$ cat src/ecwm_map.svh
// offsets, field positions, reset values of the config word mapper
`ifndef ECWM_MAP_SVH
`define ECWM_MAP_SVH
// eeprom word addresses
`define ECWM_W_GEN2 8'h10
`define ECWM_W_EMPH 8'h12
`define ECWM_W_PHY2 8'h14
`define ECWM_W_CSR4_LO 8'h16
`define ECWM_W_CSR4_HI 8'h18
`define ECWM_W_CSR5_LO 8'h1A
`define ECWM_W_CSR5_HI 8'h1C
`define ECWM_W_DELTA 8'h1E
`define ECWM_W_LINK0 8'h20
`define ECWM_LINK_PORTS 3
// per-port register offsets inside a port window
`define ECWM_R_INTPIN 8'h3C
`define ECWM_R_DESKEW 8'h68
`define ECWM_R_PHY1 8'h78
`define ECWM_R_PHY2 8'h7C
`define ECWM_R_CSR4 8'h84
`define ECWM_R_CSR5 8'h88
`define ECWM_R_TLCTRL 8'h8C
`define ECWM_R_PHY3 8'h90
`define ECWM_R_BUFCTRL 8'h98
// own control and status words in window 0
`define ECWM_A_CTRL 8'h00
`define ECWM_A_STATUS 8'h04
`define ECWM_PORTS 6
// field positions
`define ECWM_F_GEN2 31
`define ECWM_F_INTA 8
`define ECWM_F_ABORT 2
`define ECWM_F_GNTIDLE 7
`define ECWM_F_VCFLG 12
`define ECWM_F_SCRAM 8
`define ECWM_F_L0S 10
`define ECWM_F_SPDSEL 12
`define ECWM_F_SPDEN 14
`define ECWM_F_DESKEW 13
// hardware reset values of the per-port registers
`define ECWM_RST_INTPIN 32'h0000_0000
`define ECWM_RST_DESKEW 32'h0000_0000
`define ECWM_RST_PHY1 32'h0000_0000
`define ECWM_RST_PHY2 32'h0000_0000
`define ECWM_RST_CSR4 32'h0000_0000
`define ECWM_RST_CSR5 32'h0000_0000
`define ECWM_RST_TLCTRL 32'h0000_0000
`define ECWM_RST_PHY3 32'h0000_0000
`define ECWM_RST_BUFCTRL 32'h0000_0000
`endif

$ cat src/ecwm_pkg.sv
// types of the config word mapper
package ecwm_pkg;
  typedef enum logic [1:0] {
    ECWM_IDLE,
    ECWM_LOAD,
    ECWM_DONE
  } ecwm_phase_t;

  typedef struct packed {
    logic [31:0] intpin;
    logic [31:0] deskew;
    logic [31:0] phy1;
    logic [31:0] phy2;
    logic [31:0] csr4;
    logic [31:0] csr5;
    logic [31:0] tlctrl;
    logic [31:0] phy3;
    logic [31:0] bufctrl;
  } ecwm_port_cfg_t;

  typedef struct packed {
    logic valid;
    logic [7:0] addr;
    logic [15:0] data;
  } ecwm_ee_word_t;

  typedef struct packed {
    logic psel;
    logic penable;
    logic pwrite;
    logic [11:0] paddr;
    logic [31:0] pwdata;
  } ecwm_apb_req_t;

  typedef struct packed {
    ecwm_phase_t phase;
    logic load_en;
    logic train_skip;
    logic [7:0] word_cnt;
    logic [31:0] prdata;
    logic pready;
    logic pslverr;
    logic train_en;
    logic load_busy;
    ecwm_port_cfg_t [5:0] cfg;
  } ecwm_state_t;
endpackage : ecwm_pkg

$ cat src/ecwm_mapper.sv
// eeprom config word mapper: loads words into per-port config registers
// Overview of operation
// [RQ1] bit 15 of word 10h goes to bit 31 of the 8Ch register of every port.
// [RQ2] word 12h bits 4:0, 9:5, 14:10 go to 78h bits 20:16, 25:21, 30:26.
// [RQ3] bit 15 of word 12h goes to 3Ch bit 8 of ports 1 to 5 only.
// [RQ4] word 14h bits 3:0, 6:4 go to 7Ch 3:0, 6:4 and bits 11:7 to 90h 19:15.
// [RQ5] word 14h bits 12, 13, 14 go to 8Ch bits 2, 7 and 12.
// [RQ6] words 16h and 18h fill 84h bits 15:0 and 31:16.
// [RQ7] word 1Ah fills 88h bits 15:0 and word 1Ch bits 7:0 fill 88h 23:16.
// [RQ8] word 1Ch bits 15:8 go to 98h bits 23:16.
// [RQ9] word 1Eh bits 11:0 go as six two-bit deltas to 90h bits 31:20.
// [RQ10] word 1Eh bits 15:12 go to 8Ch bits 29:26.
// [RQ11] words 20h, 22h, 24h bits 7:0 go to 78h bits 7:0 of ports 0, 1, 2.
// [RQ12] link word bits 9:8 go to 68h bits 14:13 of that port.
// [RQ13] link word bits 11:10 go to 78h 9:8 and bit 12 to 78h bit 10.
// [RQ14] link word bits 14:13 go to 78h 13:12 and bit 15 to 78h bit 14.
// [RQ15] link training waits for the load to end; unmapped bits keep reset.
`include "ecwm_map.svh"

module ecwm_mapper
  import ecwm_pkg::*;
(
  input wire logic ref_clk,
  input wire logic rst_n,
  input wire logic load_start,
  input wire logic load_end,
  input wire ecwm_ee_word_t ee_word,
  input wire logic psel,
  input wire logic penable,
  input wire logic pwrite,
  input wire logic [11:0] paddr,
  input wire logic [31:0] pwdata,
  output logic [31:0] prdata,
  output logic pready,
  output logic pslverr,
  output logic train_en,
  output logic load_busy,
  output ecwm_port_cfg_t [5:0] port_cfg
);

  ecwm_state_t st;
  ecwm_state_t next_st;
  ecwm_apb_req_t req;

  assign req = '{psel: psel, penable: penable, pwrite: pwrite,
                 paddr: paddr, pwdata: pwdata};

  // reset image: every field at its hardware reset value
  function automatic ecwm_state_t reset_state();
    ecwm_state_t s;
    s = '0;
    s.phase = ECWM_IDLE;
    s.load_en = 1'b1;
    for (int p = 0; p < `ECWM_PORTS; p++) begin
      s.cfg[p].intpin = `ECWM_RST_INTPIN;
      s.cfg[p].deskew = `ECWM_RST_DESKEW;
      s.cfg[p].phy1 = `ECWM_RST_PHY1;
      s.cfg[p].phy2 = `ECWM_RST_PHY2;
      s.cfg[p].csr4 = `ECWM_RST_CSR4;
      s.cfg[p].csr5 = `ECWM_RST_CSR5;
      s.cfg[p].tlctrl = `ECWM_RST_TLCTRL;
      s.cfg[p].phy3 = `ECWM_RST_PHY3;
      s.cfg[p].bufctrl = `ECWM_RST_BUFCTRL;
    end
    return s;
  endfunction : reset_state

  // address decode shared by read and write: {hit, data}
  function automatic logic [32:0] reg_decode(
    input ecwm_state_t s,
    input logic [11:0] a
  );
    logic [32:0] r;
    logic [2:0] idx;
    r = '0;
    idx = 3'(a[10:8] - 3'h1);
    if (a[11] || a[1:0] != 2'b00) begin
      r = '0;
    end else if (a[10:8] == 3'h0) begin
      if (a[7:0] == `ECWM_A_CTRL) begin
        r = {1'b1, 30'h0, s.train_skip, s.load_en};
      end else if (a[7:0] == `ECWM_A_STATUS) begin
        r = {1'b1, 16'h0, s.word_cnt, 4'h0, s.train_en,
             s.phase == ECWM_DONE, s.phase == ECWM_LOAD, 1'b0};
      end
    end else if (a[10:8] <= 3'(`ECWM_PORTS)) begin
      unique case (a[7:0])
        `ECWM_R_INTPIN: r = {1'b1, s.cfg[idx].intpin};
        `ECWM_R_DESKEW: r = {1'b1, s.cfg[idx].deskew};
        `ECWM_R_PHY1: r = {1'b1, s.cfg[idx].phy1};
        `ECWM_R_PHY2: r = {1'b1, s.cfg[idx].phy2};
        `ECWM_R_CSR4: r = {1'b1, s.cfg[idx].csr4};
        `ECWM_R_CSR5: r = {1'b1, s.cfg[idx].csr5};
        `ECWM_R_TLCTRL: r = {1'b1, s.cfg[idx].tlctrl};
        `ECWM_R_PHY3: r = {1'b1, s.cfg[idx].phy3};
        `ECWM_R_BUFCTRL: r = {1'b1, s.cfg[idx].bufctrl};
        default: r = '0;
      endcase
    end
    return r;
  endfunction : reg_decode

  // copies one eeprom word into the fields of one port
  function automatic ecwm_port_cfg_t map_word(
    input ecwm_port_cfg_t c,
    input int p,
    input logic [7:0] a,
    input logic [15:0] d
  );
    ecwm_port_cfg_t n;
    n = c;
    if (a == `ECWM_W_GEN2) begin
      n.tlctrl[`ECWM_F_GEN2] = d[15]; // RQ1
    end
    if (a == `ECWM_W_EMPH) begin
      n.phy1[30:16] = d[14:0]; // RQ2
      if (p != 0) begin
        n.intpin[`ECWM_F_INTA] = d[15]; // RQ3
      end
    end
    if (a == `ECWM_W_PHY2) begin
      n.phy2[6:0] = d[6:0]; // RQ4
      n.phy3[19:15] = d[11:7]; // RQ4
      n.tlctrl[`ECWM_F_ABORT] = d[12]; // RQ5
      n.tlctrl[`ECWM_F_GNTIDLE] = d[13]; // RQ5
      n.tlctrl[`ECWM_F_VCFLG] = d[14]; // RQ5
    end
    if (a == `ECWM_W_CSR4_LO) begin
      n.csr4[15:0] = d; // RQ6
    end
    if (a == `ECWM_W_CSR4_HI) begin
      n.csr4[31:16] = d; // RQ6
    end
    if (a == `ECWM_W_CSR5_LO) begin
      n.csr5[15:0] = d; // RQ7
    end
    if (a == `ECWM_W_CSR5_HI) begin
      n.csr5[23:16] = d[7:0]; // RQ7
      n.bufctrl[23:16] = d[15:8]; // RQ8
    end
    if (a == `ECWM_W_DELTA) begin
      n.phy3[31:20] = d[11:0]; // RQ9
      n.tlctrl[29:26] = d[15:12]; // RQ10
    end
    // ports 3 to 5 have no link word, so only ports 0 to 2 match
    if (p < `ECWM_LINK_PORTS && a == 8'(`ECWM_W_LINK0 + 2 * p)) begin
      n.phy1[7:0] = d[7:0]; // RQ11
      n.deskew[14:13] = d[9:8]; // RQ12
      n.phy1[`ECWM_F_SCRAM +: 2] = d[11:10]; // RQ13
      n.phy1[`ECWM_F_L0S] = d[12]; // RQ13
      n.phy1[`ECWM_F_SPDSEL +: 2] = d[14:13]; // RQ14
      n.phy1[`ECWM_F_SPDEN] = d[15]; // RQ14
    end
    return n;
  endfunction : map_word

  always_comb begin
    logic [32:0] dec;
    dec = reg_decode(st, req.paddr);
    next_st = st;
    next_st.pready = 1'b0;
    next_st.pslverr = 1'b0;
    // one wait state: answer in the second access cycle
    if (req.psel && req.penable && !st.pready) begin
      next_st.pready = 1'b1;
      next_st.pslverr = !dec[32];
      next_st.prdata = req.pwrite ? 32'h0000_0000 : dec[31:0];
    end
    // write lands on the edge that samples pready high
    if (req.psel && req.penable && st.pready && req.pwrite && dec[32] &&
        req.paddr[10:0] == {3'h0, `ECWM_A_CTRL}) begin
      next_st.load_en = req.pwdata[0];
      next_st.train_skip = req.pwdata[1];
    end
    unique case (st.phase)
      ECWM_IDLE: begin
        if (load_start) begin
          next_st.phase = ECWM_LOAD;
          next_st.word_cnt = 8'h00;
        end
      end
      ECWM_LOAD: begin
        // words outside a load are dropped so a stray strobe cannot corrupt
        if (ee_word.valid && st.load_en) begin
          for (int p = 0; p < `ECWM_PORTS; p++) begin
            next_st.cfg[p] = map_word(st.cfg[p], p, ee_word.addr,
                                      ee_word.data);
          end
          next_st.word_cnt = 8'(st.word_cnt + 8'h01);
        end
        if (load_end) begin
          next_st.phase = ECWM_DONE;
        end
      end
      ECWM_DONE: begin
        if (load_start) begin
          next_st.phase = ECWM_LOAD;
          next_st.word_cnt = 8'h00;
        end
      end
    endcase
    // training held off while a load is open; a last word in the end
    // cycle is stored on the same edge on which train_en rises
    next_st.train_en = (next_st.phase == ECWM_DONE) ||
                       (next_st.train_skip && next_st.phase != ECWM_LOAD); // RQ15
    // busy comes from its own flop so the output carries no decode glitch
    next_st.load_busy = next_st.phase == ECWM_LOAD;
  end

  always_ff @(posedge ref_clk) begin
    if (!rst_n) begin
      st <= reset_state(); // RQ15
    end else begin
      st <= next_st;
    end
  end

  assign prdata = st.prdata;
  assign pready = st.pready;
  assign pslverr = st.pslverr;
  assign train_en = st.train_en;
  assign load_busy = st.load_busy;
  assign port_cfg = st.cfg;

endmodule : ecwm_mapper

$ cat config.mk
export PLATFORM = sky130hd
export DESIGN_NAME = ecwm_mapper
export DESIGN_NICKNAME = d
export VERILOG_FILES = /design/src/ecwm_pkg.sv /design/src/ecwm_mapper.sv
export VERILOG_INCLUDE_DIRS = /design/src /design/src/src
export SDC_FILE = /design/constraint.sdc
export NUM_CORES = 1
export LEC_CHECK = 0
export BUFFER_PORTS_ARGS = -buffer_cell sky130_fd_sc_hd__buf_2
export CAP_MARGIN = 20
export CORE_AREA = 2 2 721 723
export DETAILED_ROUTE_END_ITERATION = 8
export DIE_AREA = 0 0 723 725
export GPL_ROUTABILITY_DRIVEN = 0
export MAX_ROUTING_LAYER = met4
export PLACE_DENSITY = 0.3
export SKIP_CTS_REPAIR_TIMING = 1
export SLEW_MARGIN = 20
export SYNTH_ARGS = -nofsm -noshare
export SYNTH_HDL_FRONTEND = slang
export SYNTH_SLANG_ARGS = --single-unit
$ cat constraint.sdc
create_clock -name ref_clk -period 5.5 [get_ports ref_clk]
set_input_delay 0 -clock ref_clk [delete_from_list [all_inputs] [get_ports ref_clk]]
set_output_delay 0 -clock ref_clk [all_outputs]
set_load 0.005 [all_outputs]
==> impl_metrics.json, run 1 <==
{
  "switchingPower_mw": 1.37,
  "nFillCells": 61400,
  "dp.cells": 9746,
  "yosysWarnings": 0,
  "path_class": "flop to flop",
  "synth.top_cell.area_share_pct": 58.2,
  "seqPwrFrac_pct": 35.6,
  "synth_area_leader_cell": "buf_4",
  "setup_violations": 0,
  "hold_class": "input pin to flop",
  "cpPeakStageDelay_ns": 0.70,
  "drive_above_1_share_pct": 33.4,
  "cts_sinks": 208,
  "dr_total_vias": 14800,
  "area_delta_synth_final_pct": 22.0,
  "worst_pin_slew_ns": 1.19,
  "final_common_cell": "conb_1",
  "ys_async_sr_fraction_pct": 0,
  "setup.worst_path.start_class": "flop",
  "worst_path_max_delay_cell": "nand2b_2",
  "cp.required_ns": 6.00,
  "drc": 0,
  "cp_top_family": "simple AND/OR/NAND/NOR gates",
  "rsz0062_at_grt": "false",
  "maxCapViolations": 0,
  "irDropWorstVdd_v": 0.000169,
  "synth_edf_count": 0,
  "worst_slack_ns": 2.54,
  "synth_area_leaders": "buf_4 (58%), dfxtp_1 (18%), mux2i_1 (5.0%), nor2b_1 (3.2%), nand2_1 (2.5%)",
  "grt_pass1_wl_um": 203000,
  "post-route-period-util_pct": 53.9,
  "clk_pin_slew_ns": 0.07,
  "p_sw_share_pct": 32.1,
  "grt_use_total_pct": 6.66,
  "finalHoldViolCount": 0,
  "clockBufferDepth": 3,
  "synth_cell_types": 66,
  "synthCells": 2796,
  "cp_cell_sequence": "and4b_1 -> nand4_1 -> buf_4 -> nand2b_2 -> mux2i_1 -> nor2b_1 -> dlygate4sd3_1",
  "io_pins": 1840,
  "hold-worst-slack_ns": 0.000567,
  "crit_fanout": 16,
  "routedWlPerCell_um": 18.2,
  "synth-seq-cells": 208,
  "die_area_sq_um": 524000,
  "die_h_um": 725,
  "internal_power_mw": 2.88,
  "synthFlopType": "dfxtp_1",
  "grt_overflow": 0,
  "port_buffers": 800,
  "fin_nets": 2976,
  "worstSkewPairLatency_ns": 0.61,
  "cts_root_buf": "clkbuf_16",
  "fp-row-count": 264,
  "p_leak_nw": 11.9,
  "drtAntennaViolNets": 0,
  "htreeDepth": 2,
  "wl_um": 180000,
  "end_kind": "flop",
  "cts_tree": "yes",
  "max_freq_mhz": 337,
  "drv_slew": 0,
  "preCtsSetupSlack_ns": 2.30,
  "path_buf_inv": 2,
  "fin_crit_ns": 2.96,
  "share_comb_of_total_power_pct": 10.5,
  "drt_iter0_markers": 758,
  "status": "completed",
  "setup-tns-final_ns": 0,
  "postSynthAreaPerCell_sq_um": 8.14,
  "final_cell_mix": "conb_1 (1009), buf_2 (799), dfxtp_1 (203)",
  "antenna_found_initial": 82,
  "core_area_sq_um": 516000,
  "arrival_ns": 3.47,
  "power.density_nw_per_um2": 153,
  "start_util_pct": 4.41,
  "grt_max_degree": 78,
  "worst_slew_margin_rel_pct": 20.9,
  "finalNonFillerCells": 9886,
  "drt-pass1-iter-count": 5,
  "clockPowerShare_pct": 53.8,
  "grt_pass1_vias": 11500,
  "vias_per_cell": 1.49,
  "ys_seq_area_share_pct": 18.3,
  "die_w_um": 723,
  "syn_area_sq_um": 22800,
  "p_total_mw": 4.25,
  "clock_skew_ns": 0.0516,
  "dpl.hpwl_um": 154000,
  "cts_buffers": 34
}
==> final timing paths <==
path               start        endpoint  slack [ns]  cells past startpoint
min          ee_word[13]  port_cfg[1531]      0.0006                      3
min reg2reg   prdata[29]      prdata[29]        0.45                      2
max reg2reg     st[1774]  port_cfg[1373]        2.54                      7
max             st[1774]  port_cfg[1373]        2.54                      7
==> stage by stage <==
stage	util (%)	instance area, sq um
after floorplan	-	26500
after global placement	5.08	26200
after detailed placement	5.08	26200
after CTS	5.30	27300
after global routing	5.37	27700
final	5.38	27800
==> state kept, by name (all words and copies together), names as in the netlist <==
register,flops
load_busy,1
port_cfg,160
prdata,32
pready,1
pslverr,1
st,12
train_en,1
==> cell families (layout without fill, tap and decap cells) <==
group | Yosys count | after routing | synth area share, %
fa+ha+maj | 4 | 4 | 0.220
compound gates | 215 | 215 | 6.76
simple gates | 372 | 372 | 8.76
mux | 127 | 127 | 5.66
xor+xnor | 8 | 8 | 0.308
other cells | 1 | 1058 | 0.0165
buf+inv | 1861 | 978 | 60.0
flops | 208 | 208 | 18.3
==> cells in the mapped netlist, types with 6 or more instances <==
cell type  number
o2bb2ai_1       6
a21oi_1        11
nor2b_1       118
nor3_1          6
nand4_1         8
a22oi_1        29
buf_2          23
xor2_1          7
a21boi_0       62
inv_1           8
a221oi_1       10
nor2_1         21
nand2_1       149
mux2i_1       114
nand2b_1        6
clkbuf_1       59
mux2_2         13
dfxtp_1       208
o21ai_0        43
and3_1          9
a222oi_1        8
nand3_1         8
buf_4        1765
==> worst register-to-register path, delay by kind of cell (launching register included) <==
kind,cells,cell delay [ns]
buffers and inverters,2,0.78
AND/OR/NAND/NOR,4,1.26
flip-flops,1,0.48
multiplexers,1,0.39
==> metal layers <==
metal	up-vias	track usage [%]	part of all wire [%]
li1	6443	-	-
met3	97	1.81	7.5
met1	7117	7.82	41
met2	1110	11.5	50
met5	-	-	0
met4	0	0.993	1.6
==> layout make-up <==
class	instances	area [sq um]	area share, %
Antenna cell	49	123	0.442
Clock buffer	45	932	3.36
Clock inverter	16	166	0.599
Inverter	8	30.0	0.108
Multi-Input combinational cell	1735	8790	31.7
Sequential cell	208	4170	15.0
Tap cell	6916	8650	31.2
Timing Repair Buffer	909	4900	17.7
==> power groups by stage <==
| stage | logic [mW] | clock network [mW] | registers, mW |
|---|---|---|---|
| after floorplan | 0.778 | 0 | 1.55 |
| after global placement | 0.411 | 0 | 1.55 |
| after CTS | 0.411 | 2.45 | 1.51 |
| final | 0.448 | 2.29 | 1.51 |
| after detailed placement | 0.411 | 0 | 1.55 |
| after global routing | 0.504 | 2.47 | 1.51 |
No activity file was read; power rests on OpenSTA's default activity.
==> inputs of run 2 (changes only) <==
==> constraint.sdc (replaced) <==
create_clock -name ref_clk -period 2.5 [get_ports ref_clk]
set_input_delay 0 -clock ref_clk [delete_from_list [all_inputs] [get_ports ref_clk]]
set_output_delay 0 -clock ref_clk [all_outputs]
set_load 0.005 [all_outputs]
==> run 2 against run 1 <==
- utilization rose by 0.14 points
- wire length fell by 1.4%
- clock skew fell by 0.0086 ns
- first-iteration DRC count fell by 15%
- final area rose by 2.5%
- count of clock-buffer cells in the layout fell by 1
- sequential power rose by 120%
- cell count rose by 0.89%
- sequential share of layout area fell by 0.37 points
- flip-flop and latch count did not move
- clock power rose by 87%
- via count rose by 1.3%
- critical endpoint is now prdata[1]
==> impl_metrics.json, run 2 (synthesis gave the netlist of run 1 again) <==
{
  "worst_slack_ns": 0.200,
  "hold_end": "port_cfg[768]",
  "drv_slew": 0,
  "drtAntennaViolNets": 0,
  "preCtsSetupSlack_ns": 0.340,
  "worst_pin_slew_ns": 1.14,
  "reg2reg_to": "port_cfg[489]",
  "cpPeakStageDelay_ns": 0.70,
  "grt_overflow": 0,
  "r2r-start": "st[1773]",
  "p_total_mw": 8.65,
  "die_area_sq_um": 524000,
  "cts_tree": "yes",
  "hold-worst-slack_ns": 0.0346,
  "grt_pass1_vias": 12100,
  "die_h_um": 725,
  "rsz0062_at_grt": "false",
  "clk_pin_slew_ns": 0.06,
  "cts_buffers": 29,
  "start_util_pct": 4.41,
  "dr_wl_met3_um": 15000,
  "final_cell_mix": "conb_1 (1009), buf_2 (799), dfxtp_1 (204)",
  "final_common_cell": "conb_1",
  "cts_root_buf": "clkbuf_16",
  "finalHoldViolCount": 0,
  "grt_max_degree": 91,
  "setup-tns-final_ns": 0,
  "clockBufferDepth": 3,
  "grt_pass1_wl_um": 202000,
  "r2r_setup_slack_ns": 0.34,
  "maxCapViolations": 0,
  "hold_class": "input pin to flop",
  "setup_violations": 0,
  "switchingPower_mw": 2.72,
  "crit_fanout": 3,
  "worst_path_max_delay_cell": "dlygate4sd3_1",
  "seqPwrFrac_pct": 38.5,
  "internal_power_mw": 5.93,
  "dr_total_vias": 15000,
  "final_util_pct": 5.52,
  "max_freq_mhz": 435,
  "setup.worst_path.start_class": "input pin",
  "cts_sinks": 208,
  "routedWlPerCell_um": 17.8,
  "worst_slew_margin_rel_pct": 24.1,
  "path_class": "input pin to flop",
  "wl_um": 178000,
  "top_layer_used": "met4",
  "irDropWorstVdd_v": 0.000577,
  "ff2ff_path_depth": 5,
  "crit_top_cell": "dlygate4sd3_1",
  "cp_cell_sequence": "dlygate4sd3_1 -> buf_2 -> nor4_1 -> dlygate4sd3_1 -> nand2_1 -> dlygate4sd3_1 -> o31ai_1",
  "htreeDepth": 1,
  "p_leak_nw": 12.3,
  "end_kind": "flop",
  "whs_path_depth": 6,
  "area_delta_synth_final_pct": 25.1,
  "post-route-period-util_pct": 92.0,
  "io_pins": 1840,
  "antenna_found_initial": 92,
  "drive_above_1_share_pct": 34.7,
  "share_comb_of_total_power_pct": 11.9,
  "wl_met1_um": 70100,
  "core_area_sq_um": 516000,
  "drc": 0,
  "clockPowerShare_pct": 49.6,
  "fin_crit_ns": 2.30,
  "nFillCells": 61400,
  "port_buffers": 800,
  "die_w_um": 723,
  "power.density_nw_per_um2": 304,
  "dpl.hpwl_um": 155000,
  "met2_length_um": 88900,
  "cp.required_ns": 3.08,
  "clock_skew_ns": 0.0430,
  "grt_use_total_pct": 6.57,
  "arrival_ns": 2.88,
  "fp-row-count": 264,
  "holdCritStartpoint": "ee_word[21]",
  "vias_per_cell": 1.50,
  "largest_reg_flops": 160,
  "drt-pass1-iter-count": 5,
  "drt_iter0_markers": 641,
  "fin_nets": 3055,
  "status": "completed",
  "p_sw_share_pct": 31.4,
  "worstSkewPairLatency_ns": 0.66
}
==> run 2: final cells by class <==
cell class                      instances  area (sq um)  area share, %
Antenna cell                           61           153          0.536
Clock buffer                           44           842           2.96
Clock inverter                          9          91.3          0.321
Inverter                                8          30.0          0.105
Multi-Input combinational cell       1735          8760           30.8
Sequential cell                       208          4170           14.6
Tap cell                             6916          8650           30.4
Timing Repair Buffer                  993          5760           20.2
==> run 2: metrics by stage <==
stage          cells  cell area (sq um)
2_1_floorplan   3804              26500
3_3_place_gp    9824              27000
3_5_place_dp    9824              27000
4_1_cts         9877              28000
5_1_grt         9941              28400
6_report        9974              28500
==> run 2: power groups by stage <==
stage,sequential (mW),clock [mW],combinational (mW)
after floorplan,3.40,0,1.71
after global placement,3.40,0,0.942
after detailed placement,3.40,0,0.940
after CTS,3.33,4.58,0.940
after global routing,3.33,4.64,1.16
final,3.33,4.29,1.03
==> run 2: critical path, delay by kind of cell <==
family | cells | cell delay, ns
AOI/OAI and AO/OA | 1 | 0.22
buffers and inverters | 4 | 2.09
and+or+nand+nor | 2 | 0.55
==> run 2: layer usage <==
metal	vias up	global-route usage, %
met5	-	-
met4	0	1.26
met3	108	1.82
met2	1100	11.4
met1	7128	7.50
li1	6627	-
==> run 2: worst max-delay path by stage <==
stage | from | end | slack, ns
2_1_floorplan | paddr[8] | prdata[20] | 0.24
3_3_place_gp | paddr[2] | prdata[21] | 0.30
3_5_place_dp | paddr[4] | prdata[3] | 0.34
4_1_cts | port_cfg[1573] | port_cfg[421] | 0.23
5_1_grt | pwrite | prdata[1] | 0.04
6_report | pwrite | prdata[1] | 0.20
==> inputs of run 3 (changes only) <==
--- a/config.mk
+++ b/config.mk
@@ -9,11 +9,13 @@
 export BUFFER_PORTS_ARGS = -buffer_cell sky130_fd_sc_hd__buf_2
 export CAP_MARGIN = 20
 export CORE_AREA = 2 2 721 723
+export CTS_CLUSTER_DIAMETER = 60
 export DETAILED_ROUTE_END_ITERATION = 8
 export DIE_AREA = 0 0 723 725
 export GPL_ROUTABILITY_DRIVEN = 0
 export MAX_ROUTING_LAYER = met4
 export PLACE_DENSITY = 0.3
+export REMOVE_ABC_BUFFERS = 1
 export SKIP_CTS_REPAIR_TIMING = 1
 export SLEW_MARGIN = 20
 export SYNTH_ARGS = -nofsm -noshare
==> run 3 against run 2 <==
- the flow now finishes with violations (hold timing)
- clock power up 14%
- clock skew up 0.0051 ns
- count of clock-buffer cells in the layout down 13
- critical path depth unchanged
- non-clock buffer count up 1
- first-iteration DRC count up 35%
- wire length up 15%
- maximum frequency down 3.3%
- critical path type unchanged
- critical endpoint unchanged
==> impl_metrics.json, run 3 (synthesis gave the netlist of run 1 again) <==
{
  "met1_usage_pct": 8.45,
  "cts_root_buf": "clkbuf_16",
  "r2r-start": "pready",
  "setup-tns-final_ns": 0,
  "cp_cell_sequence": "dlygate4sd3_1 -> buf_6 -> and4b_1 -> dlygate4sd3_1 -> nand2_1 -> dlygate4sd3_1 -> o31ai_1",
  "cts_sinks": 208,
  "vias_per_cell": 1.55,
  "grt_pass1_vias": 12600,
  "cpPeakStageDelay_ns": 0.69,
  "io_pins": 1840,
  "end_kind": "flop",
  "crit_top_cell": "dlygate4sd3_1",
  "cts_tree": "yes",
  "worstSkewPairLatency_ns": 0.66,
  "finalNonFillerCells": 10000,
  "cts_buffers": 28,
  "hold_class": "input pin to flop",
  "core_area_sq_um": 516000,
  "final_common_cell": "conb_1",
  "die_area_sq_um": 524000,
  "antenna_found_initial": 95,
  "drc": 0,
  "irDropWorstVdd_v": 0.000420,
  "die_h_um": 725,
  "port_buffers": 800,
  "internal_power_mw": 6.27,
  "p_sw_share_pct": 32.0,
  "clock_skew_ns": 0.0481,
  "grt_use_total_pct": 7.62,
  "switchingPower_mw": 2.96,
  "grt_overflow": 0,
  "share_comb_of_total_power_pct": 10.9,
  "cp.required_ns": 3.08,
  "fp-row-count": 264,
  "regArea_sq_um": 4190,
  "start_util_pct": 4.41,
  "gr-usage-met3_pct": 2.20,
  "finalHoldViolCount": 8,
  "path_class": "input pin to flop",
  "hold-worst-slack_ns": -0.0377,
  "dpl.hpwl_um": 176000,
  "worst_path_max_delay_cell": "dlygate4sd3_1",
  "final_cell_area_sq_um": 28600,
  "use_met2_pct": 13.4,
  "final_util_pct": 5.55,
  "worst_slew_margin_rel_pct": 30.3,
  "dr_total_vias": 15500,
  "status": "finished with violations",
  "die_w_um": 723,
  "crit_fanout": 38,
  "p_leak_nw": 12.4,
  "worst_slack_ns": 0.121,
  "hold_end": "prdata[11]",
  "drv_slew": 0,
  "fin_crit_ns": 2.38,
  "preCtsSetupSlack_ns": 0.0904,
  "path_buf_inv": 4,
  "clk_pin_slew_ns": 0.07,
  "worst_pin_slew_ns": 1.04,
  "whs_path_depth": 4,
  "dpl_cell_area_sq_um": 27000,
  "holdCritStartpoint": "paddr[10]",
  "ff2ff_path_depth": 5,
  "drive_above_1_share_pct": 35.5,
  "clockBufferDepth": 3,
  "multi_input_area_sq_um": 8750,
  "power.density_nw_per_um2": 322,
  "max_freq_mhz": 420,
  "arrival_ns": 2.96,
  "grt_max_degree": 76,
  "dp.cells": 9829,
  "setup.worst_path.start_class": "input pin",
  "clockPowerShare_pct": 53.1,
  "drtAntennaViolNets": 0,
  "maxCapViolations": 0,
  "rsz0062_at_grt": "false",
  "p_total_mw": 9.23,
  "drt-pass1-iter-count": 5,
  "post-route-period-util_pct": 95.2,
  "routedWlPerCell_um": 20.5,
  "grt_pass1_wl_um": 232000,
  "htreeDepth": 1,
  "violations": "hold timing",
  "largest_reg_flops": 160,
  "drt_iter0_markers": 863,
  "seqPwrFrac_pct": 36.0,
  "reg2reg_to": "prdata[1]",
  "fin_nets": 3055,
  "cp_top_family": "buffers and inverters",
  "final_cell_mix": "conb_1 (1009), buf_2 (799), dfxtp_1 (188)",
  "nFillCells": 61200,
  "grt_most_used_layer": "met2",
  "wl_um": 205000,
  "area_delta_synth_final_pct": 25.9,
  "setup_violations": 0,
  "r2r_setup_slack_ns": 0.13
}
## run 3: how the worst max path moves through the flow
stage | startpoint | endpoint | slack, ns | depth (start not counted)
5_1_grt | psel | prdata[1] | 0.05 | 7
3_3_place_gp | paddr[2] | prdata[21] | -0.004 | 7
4_1_cts | port_cfg[1535] | port_cfg[383] | 0.19 | 1
2_1_floorplan | st[1774] | port_cfg[960] | -0.69 | 5
3_5_place_dp | paddr[2] | prdata[21] | 0.09 | 7
6_report | rst_n | prdata[1] | 0.12 | 7
## run 3: tightest hold or removal path, stage by stage
cell and delay, ns:
buf_2 0.13, nor2b_1 0.14, a22oi_1 0.20, o21ai_0 0.08
## run 3: power by group through the flow
stage | clock network, mW | registers, mW | logic [mW]
after floorplan | 0 | 3.40 | 0.473
after detailed placement | 0 | 3.40 | 0.911
after global placement | 0 | 3.40 | 0.911
after global routing | 5.17 | 3.32 | 1.14
after CTS | 5.15 | 3.32 | 0.912
final | 4.90 | 3.32 | 1.01
## run 3: routing by layer
metal	vias up	share of wire [%]
li1	6650	-
met1	7661	39
met2	1090	51
met3	103	7.6
met4	0	2.6
met5	-	0
## run 3: final cells by class
class	instances	share of cell area [%]
clock inverters	21	1.17
flip-flops and latches	208	14.6
diodes	92	0.804
multi-input cells	1735	30.6
clock buffers	31	2.52
well taps	6916	30.2
repair buffers	994	20.0
inverters	8	0.105
